### src/fls_map.svh
`ifndef FLS_MAP_SVH
`define FLS_MAP_SVH

// register indices, byte address is four times the index
`define FLS_IDX_LOCK 6'h01
`define FLS_IDX_PINDEX 6'h02
`define FLS_IDX_PSTAT 6'h03
`define FLS_IDX_CONFIG 6'h04

// field positions
`define FLS_KEY_HI 7
`define FLS_KEY_LO 6
`define FLS_SEC_HI 1
`define FLS_SEC_LO 0
`define FLS_OVR_BIT 7
`define FLS_ACK_BIT 0
`define FLS_WS_HI 3
`define FLS_WS_LO 2

// encodings
`define FLS_KEY_ENABLED 2'h2
`define FLS_SEC_UNLOCKED 2'h2
`define FLS_HSIZE_WORD 3'h2

// reset and fault values
`define FLS_LOCK_RST 8'hFF
`define FLS_LOCK_FAULT 8'hFF
`define FLS_WS_MAX 2'h3
`define FLS_PINDEX_RST 2'h0

`endif

### src/fls_pkg.sv
package fls_pkg;

    typedef enum logic [1:0] {
        FLS_ST_SYNC0,
        FLS_ST_SYNC1,
        FLS_ST_LOAD,
        FLS_ST_RUN
    } fls_state_e;

    typedef struct packed {
        fls_state_e st;
        logic [7:0] lock_reg;
        logic [1:0] pindex_reg;
        logic [1:0] ws_cfg_reg;
        logic [1:0] ws_eff_reg;
        logic ack_reg;
        logic ovr_reg;
        logic key_en_reg;
        logic unlocked_reg;
        logic dp_wr_reg;
        logic [5:0] dp_idx_reg;
        logic [31:0] hrdata_reg;
        logic hready_reg;
        logic hresp_reg;
        logic [7:0] byte_s1_reg;
        logic [7:0] byte_s2_reg;
        logic flt_s1_reg;
        logic flt_s2_reg;
    } fls_state_s;

endpackage

### src/fls_lock_status_regs.sv
// Behaviour
// RQ1: lock-state register reads fully, software writes to it are ignored.
// RQ2: at reset, lock-state register loads the stored nonvolatile lock byte.
// RQ3: double-bit fault on the lock byte read sets every lock-state bit.
// RQ4: backdoor key access enabled only when key-enable field is 10.
// RQ5: part counts as unlocked only when lock-state field is 10.
// RQ6: successful backdoor unlock forces lock-state field to 10.
// RQ7: software should keep reserved nonvolatile bits five to two erased.
// RQ8: parameter index register: only index field read/write, rest reads zero.
// RQ9: index field selects how many parameter array words are accessed.
// RQ10: protection status register reads fully, software writes are ignored.
// RQ11: status bit 7 shows protection override active, else reads 0.
// RQ12: writing a changed wait-state field clears the acknowledge bit.
// RQ13: reads use old wait-states until switched, then acknowledge sets.
// RQ14: software checks acknowledge is 1 before changing clock setup.
// RQ15: wait-state field at config bits 3:2; writes while busy ignored.
// RQ16: after reset the maximum wait-state setting is selected.
// RQ17: after reset acknowledge reads 1 and override status reads 0.
//
// Our own choice: register access over AHB-Lite.
`timescale 1ns/1ps
`default_nettype none
`include "fls_map.svh"

module fls_lock_status_regs import fls_pkg::*; (
    // clock, reset, enable
    input wire logic hclk,
    input wire logic hresetn,
    input wire logic ce,
    // ahb-lite slave
    input wire logic hsel,
    input wire logic [31:0] haddr,
    input wire logic [1:0] htrans,
    input wire logic hwrite,
    input wire logic [2:0] hsize,
    input wire logic [31:0] hwdata,
    input wire logic hready,
    output logic [31:0] hrdata,
    output logic hreadyout,
    output logic hresp,
    // nonvolatile lock byte pins
    input wire logic [7:0] nv_lock_byte,
    input wire logic nv_dbl_fault,
    // controller side
    input wire logic backdoor_unlock,
    input wire logic prot_override,
    input wire logic command_complete_flag,
    input wire logic array_read_busy,
    output logic [1:0] wait_state_eff,
    output logic [1:0] param_index_field,
    output logic backdoor_key_enable,
    output logic part_unlocked,
    output logic wait_switch_acknowledge
);

    fls_state_s r;
    fls_state_s n;
    logic addr_ok;

    function automatic logic [5:0] fls_idx(input logic [31:0] a);
        fls_idx = a[7:2];
    endfunction

    function automatic logic [31:0] fls_rd(input logic [5:0] idx, input fls_state_s s);
        fls_rd = 32'h0000_0000;
        case (idx)
            `FLS_IDX_LOCK: fls_rd[7:0] = s.lock_reg; // [RQ1]
            `FLS_IDX_PINDEX: fls_rd[1:0] = s.pindex_reg; // [RQ8]
            `FLS_IDX_PSTAT: begin
                fls_rd[`FLS_OVR_BIT] = s.ovr_reg; // [RQ10] [RQ11]
                fls_rd[`FLS_ACK_BIT] = s.ack_reg;
            end
            `FLS_IDX_CONFIG: fls_rd[`FLS_WS_HI:`FLS_WS_LO] = s.ws_cfg_reg;
            default: fls_rd = 32'h0000_0000;
        endcase
    endfunction

    always_comb begin
        n = r;
        addr_ok = hsel && hready && htrans[1] && (r.st == FLS_ST_RUN);
        if (ce) begin
            // lock byte pins are only sampled through the second stage
            n.byte_s1_reg = nv_lock_byte;
            n.byte_s2_reg = r.byte_s1_reg;
            n.flt_s1_reg = nv_dbl_fault;
            n.flt_s2_reg = r.flt_s1_reg;
            case (r.st)
                FLS_ST_SYNC0: n.st = FLS_ST_SYNC1;
                FLS_ST_SYNC1: n.st = FLS_ST_LOAD;
                FLS_ST_LOAD: begin
                    if (r.flt_s2_reg) begin
                        n.lock_reg = `FLS_LOCK_FAULT; // [RQ3]
                    end else begin
                        n.lock_reg = r.byte_s2_reg; // [RQ2]
                    end
                    n.hready_reg = 1'b1;
                    n.st = FLS_ST_RUN;
                end
                FLS_ST_RUN: n.st = FLS_ST_RUN;
                default: n.st = FLS_ST_SYNC0;
            endcase
            n.ovr_reg = prot_override; // [RQ11]
            // switch only between array reads so no read sees a half change
            if (!r.ack_reg && !array_read_busy) begin
                n.ws_eff_reg = r.ws_cfg_reg; // [RQ13]
                n.ack_reg = 1'b1;
            end
            if ((r.st == FLS_ST_RUN) && backdoor_unlock) begin
                n.lock_reg[`FLS_SEC_HI:`FLS_SEC_LO] = `FLS_SEC_UNLOCKED; // [RQ6]
            end
            // data phase; lock and status offsets have no write path
            if (r.dp_wr_reg) begin
                case (r.dp_idx_reg)
                    `FLS_IDX_PINDEX: n.pindex_reg = hwdata[1:0]; // [RQ8] [RQ9]
                    `FLS_IDX_CONFIG: begin
                        if (command_complete_flag &&
                            (hwdata[`FLS_WS_HI:`FLS_WS_LO] != r.ws_cfg_reg)) begin // [RQ15]
                            n.ws_cfg_reg = hwdata[`FLS_WS_HI:`FLS_WS_LO];
                            n.ack_reg = 1'b0; // [RQ12]
                        end
                    end
                    default: n.dp_wr_reg = 1'b0;
                endcase
            end
            // address phase; non-word writes are dropped
            n.dp_wr_reg = addr_ok && hwrite && (hsize == `FLS_HSIZE_WORD);
            n.dp_idx_reg = fls_idx(haddr);
            n.hrdata_reg = (addr_ok && !hwrite) ? fls_rd(fls_idx(haddr), r) : 32'h0000_0000;
            n.hresp_reg = 1'b0;
            n.key_en_reg = (n.lock_reg[`FLS_KEY_HI:`FLS_KEY_LO] == `FLS_KEY_ENABLED); // [RQ4]
            n.unlocked_reg = (n.lock_reg[`FLS_SEC_HI:`FLS_SEC_LO] == `FLS_SEC_UNLOCKED); // [RQ5]
        end
    end

    always_ff @(posedge hclk or negedge hresetn) begin
        if (!hresetn) begin
            r.st <= FLS_ST_SYNC0;
            r.lock_reg <= `FLS_LOCK_RST;
            r.pindex_reg <= `FLS_PINDEX_RST;
            r.ws_cfg_reg <= `FLS_WS_MAX; // [RQ16]
            r.ws_eff_reg <= `FLS_WS_MAX;
            r.ack_reg <= 1'b1; // [RQ17]
            r.ovr_reg <= 1'b0;
            r.key_en_reg <= 1'b0;
            r.unlocked_reg <= 1'b0;
            r.dp_wr_reg <= 1'b0;
            r.dp_idx_reg <= 6'h00;
            r.hrdata_reg <= 32'h0000_0000;
            r.hready_reg <= 1'b0;
            r.hresp_reg <= 1'b0;
            r.byte_s1_reg <= 8'h00;
            r.byte_s2_reg <= 8'h00;
            r.flt_s1_reg <= 1'b0;
            r.flt_s2_reg <= 1'b0;
        end else begin
            r <= n;
        end
    end

    assign hrdata = r.hrdata_reg;
    assign hreadyout = r.hready_reg;
    assign hresp = r.hresp_reg;
    assign wait_state_eff = r.ws_eff_reg;
    assign param_index_field = r.pindex_reg;
    assign backdoor_key_enable = r.key_en_reg;
    assign part_unlocked = r.unlocked_reg;
    assign wait_switch_acknowledge = r.ack_reg;

    logic wr_lock;
    logic wr_pstat;
    logic wr_idx;
    logic wr_cfg;
    assign wr_lock = ce && r.dp_wr_reg && (r.dp_idx_reg == `FLS_IDX_LOCK);
    assign wr_pstat = ce && r.dp_wr_reg && (r.dp_idx_reg == `FLS_IDX_PSTAT);
    assign wr_idx = ce && r.dp_wr_reg && (r.dp_idx_reg == `FLS_IDX_PINDEX);
    assign wr_cfg = ce && r.dp_wr_reg && (r.dp_idx_reg == `FLS_IDX_CONFIG);
    logic rd_take;
    logic [5:0] rd_idx;
    assign rd_take = ce && addr_ok && !hwrite;
    assign rd_idx = fls_idx(haddr);
endmodule

`default_nettype wire

### config.mk
export PLATFORM = sky130hd
export DESIGN_NAME = fls_lock_status_regs
export DESIGN_NICKNAME = d
export VERILOG_FILES = /design/src/fls_pkg.sv /design/src/fls_lock_status_regs.sv
export VERILOG_INCLUDE_DIRS = /design/src
export SDC_FILE = /design/constraint.sdc
export NUM_CORES = 1
export LEC_CHECK = 0
export BUFFER_PORTS_ARGS = -buffer_cell sky130_fd_sc_hd__buf_2
export CAP_MARGIN = 20
export CORE_ASPECT_RATIO = 0.5
export CORE_MARGIN = 2
export CORE_UTILIZATION = 30
export CTS_CLUSTER_DIAMETER = 60
export DETAILED_ROUTE_END_ITERATION = 10
export GPL_ROUTABILITY_DRIVEN = 0
export GPL_TIMING_DRIVEN = 0
export RECOVER_POWER = 50
export REMOVE_ABC_BUFFERS = 1
export SLEW_MARGIN = 25
export SYNTH_ARGS = -nofsm -noshare
export SYNTH_HDL_FRONTEND = slang
export SYNTH_SLANG_ARGS = --single-unit
### constraint.sdc
create_clock -name hclk -period 1.7 [get_ports hclk]
set_input_delay 0.085 -clock hclk [delete_from_list [all_inputs] [get_ports hclk]]
set_output_delay 0.085 -clock hclk [all_outputs]
set_load 0.05 [all_outputs]
==> impl_results.md <==
* Status: finished, final reports clean
* Final Hold Violating Endpoints at 0
* H-tree depth at 2
* Slew Viols, Final at 0
* Pin count of the biggest net entering global routing at 55
* Maximum VDD drop at roughly 0.44 mV
* Sequential power share at 49.3%
* Width of the die at 135 um
* WHS Path Cells at 2
* FF-to-FF path depth at 4
* # fillers at between 800 and 900
* Setup CP Type: reg2reg
* Worst skew pair latency at 290 ps
* Floorplan core area at around 0.0081 mm^2
* Crit path from: r[52]$_DFFE_PN0P_
* Clock buffer depth at 2
* Post-synthesis register bit count at 54
* Overflow left after global routing at 0
* Slew margin rel. at 14.7%
* Reg2Reg Launch Point: r[52]$_DFFE_PN0P_
* CTS root buf: clkbuf_16
* Post-synthesis sequential area ratio at 53.4%
* Die H at 69.3 um
* Synth Area per Inst at 11.5 um^2
* CP Launch Type: register
* Num ports at 129
* CP required at 1870 ps
* CTS tree: yes
* Max FFs per register at 38
* Layout area overhead at 14.4%
* # DRC at 0
* Layout cell share with drive strength beyond 1 at 42.7%
* Clock Pin Slew Worst Setup and Hold Paths at roughly 70 ps
* Initial core utilization at around a third
* RSZ-0062 raised after global routing: yes
* Hold_sp: nv_lock_byte[5]
* Synth cell types at 32
* Post-DP Area at ~0.0027 mm^2
* Pwr Density at 1060 mW/mm^2
* Worst hold path type: in2reg
* Combinational share of power at about 15%
* Switch share at 26.2%
* Cell area after layout at 0.00293 mm^2
* Setup repair bufs after CTS at 0
* CTS buffer count at 5
* Adder-cell area share of the yosys netlist at 0%
* DR vias at 1573
* Synth Area in XOR/XNOR at 0.684%
* Hold WS at 25.4 ps
* Detailed placement HPWL at 3370 um
* Vias per Instance at 4.23
* Fin crit period at 1650 ps
* P_leak at between 1 and 1.5 nW
* Detailed Routing Iterations Pass 1 at 4
* Num rows at 23
* Iter 0 DRT Violations at 75
* Cell count after synthesis at roughly 220
* Max-cap violations at 0
* Largest family of logic cells by synthesized area: multiplexers
* Synth warn at 0
* Vias in the first global route at 1604
* Crit-path max FO at 2
* Pint at 0.00229 W
* Mapped cell area at 0.00256 mm^2
* Worst Path Arrival at between 1500 and 2000 ps
* Area share of and/or/nand/nor cells after synthesis at 11.1%
* CP endpoint kind: register
* TritonCTS Sinks at 54
* Initial antenna violation count at 0
* Antenna Cells at 0
* Final WL at 4510 um
* Peak Freq at 0.606 GHz
* Multiplexer share of the synthesized area at between 10% and 20%
* Clock share of power at 36.1%
* Slew @ Worst Pin at 1280 ps
* Compound-Gate Fraction of Synth Area at under 10%
* Die footprint at approximately 0.0093 mm^2
* Wire per inst at 12.1 um
* Final Setup Violations at 0
* Routed Antenna Nets at 0
* Power Total at 0.00310 W
* Final #Nets at 347
* GR Util All Layers at 10.5%
* Port bufs at 48
* Worst Skew at 6.23 ps
* First-pass GRT wire length at 7800 um
* Sw Pwr at 0.000813 W
* Final cycle utilization of the critical path at 97.0%
## layout make-up
class	instances	area (um^2)	share of cell area, %
Timing Repair Buffer	49	253	8.63
Multi-Input combinational cell	140	970	33.1
Tap cell	112	140	4.78
Sequential cell	54	1370	46.7
Clock buffer	5	125	4.27
Inverter	9	33.8	1.15
Clock inverter	3	40.0	1.37
## synthesized netlist by cell type, drive strengths merged
cell     instances  area, um^2
a2111oi          1        15.0
a21oi            5        25.0
a22oi            1        7.51
a2bb2oi          1        8.76
a31oi            1        6.26
a41oi            2        17.5
and3b            1        8.76
buf             38         283
clkbuf           6        22.5
conb             1        3.75
dfrtp           41        1030
dfstp           13         342
inv              9        33.8
mux2            34         383
nand2           19        71.3
nand2b           3        18.8
nand3            2        10.0
nand4            1        6.26
nand4bb          1        11.3
nor2            13        48.8
nor2b            4        25.0
nor3             2        10.0
nor3b            2        15.0
nor4             2        18.8
o21ai           10        50.1
o32ai            4        35.0
or3              1        11.3
or3b             2        17.5
or4              1        11.3
xnor2            2        17.5
## cells in the final DEF (no fill, tap or decap), types with 2 or more instances in the layout
cell type / n
dfstp_2: 13
clkbuf_16: 5
nor2_1: 13
conb_1: 25
dfrtp_1: 41
mux2_2: 34
nand2b_1: 3
inv_1: 9
a41oi_1: 2
o21ai_0: 10
buf_2: 46
nor3_1: 2
clkinv_2: 2
xnor2_1: 2
nand2_1: 19
nor3b_1: 2
o32ai_1: 4
a21oi_1: 5
nor4_2: 2
nor2b_1: 4
## what timing repair did
item | in CTS | in global routing
hold buffers | 1 | 0
cloned | 0 | 0
endpoints found under the setup margin | 6 | 4
endpoints found under the hold margin | 41 | 0
pin swaps | 2 | 1
gates resized for setup | 3 | 2
## kinds of logic (layout without fill, tap and decap cells)
kind of cell,count (synthesis),after routing
DFF,54,54
and+or+nand+nor,54,54
buffers and inverters,53,66
muxes,34,34
AOI/OAI and AO/OA,25,25
xor gates and xnor gates,2,2
other,1,25
## worst max-delay path, stage by stage (launching register included)
cell and delay, ps:
dfrtp_1 390, nor4_2 290, nand3_2 150, or3b_4 430, mux2_2 280
## routing by layer
layer  GRT usage (%)  vias to the layer above  share of wire [%]
met1            13.0                      747                 45
met5               0                        -                  0
met4            4.33                        0                2.2
met2            17.2                       48                 49
li1                -                      769                  -
met3            3.14                        9                3.8
## path summary, 6_finish.rpt
path / end / slack (ps)
min in group asynchronous: r[14]$_DFFE_PN0P_ / 620
max in group asynchronous: r[11]$_DFFE_PN0P_ / 310
worst max register to register: param_index_field[1]$_DFFE_PN0P_ / 50
worst min register to register: hreadyout$_DFFE_PN0P_ / 460
worst max-delay path: param_index_field[1]$_DFFE_PN0P_ / 50
worst min-delay path: r[15]$_DFFE_PN0P_ / 30
## stage by stage
| step | cells | setup WS [ps] | util [%] | setup TNS, ps |
|---|---|---|---|---|
| detailed placement | 363 | -325 | 33.5 | -3300 |
| floorplan | 203 | 106 | - | 0 |
| CTS | 372 | -2.22 | 35.9 | -2.57 |
| global placement | 363 | -311 | 33.5 | -3080 |
| finish | 372 | 51.0 | 36.0 | 0 |
| global route | 372 | -10.7 | 36.0 | -20.3 |
## power groups by stage
stage | clock network, W | logic (W) | registers, W
global placement | 0 | 0.000438 | 0.00154
floorplan | 0 | 0.000280 | 0.00157
finish | 0.00112 | 0.000451 | 0.00153
detailed placement | 0 | 0.000451 | 0.00155
CTS | 0.00114 | 0.000457 | 0.00153
global route | 0.00122 | 0.000494 | 0.00155
Note: power is estimated with default switching activity, not from simulation.
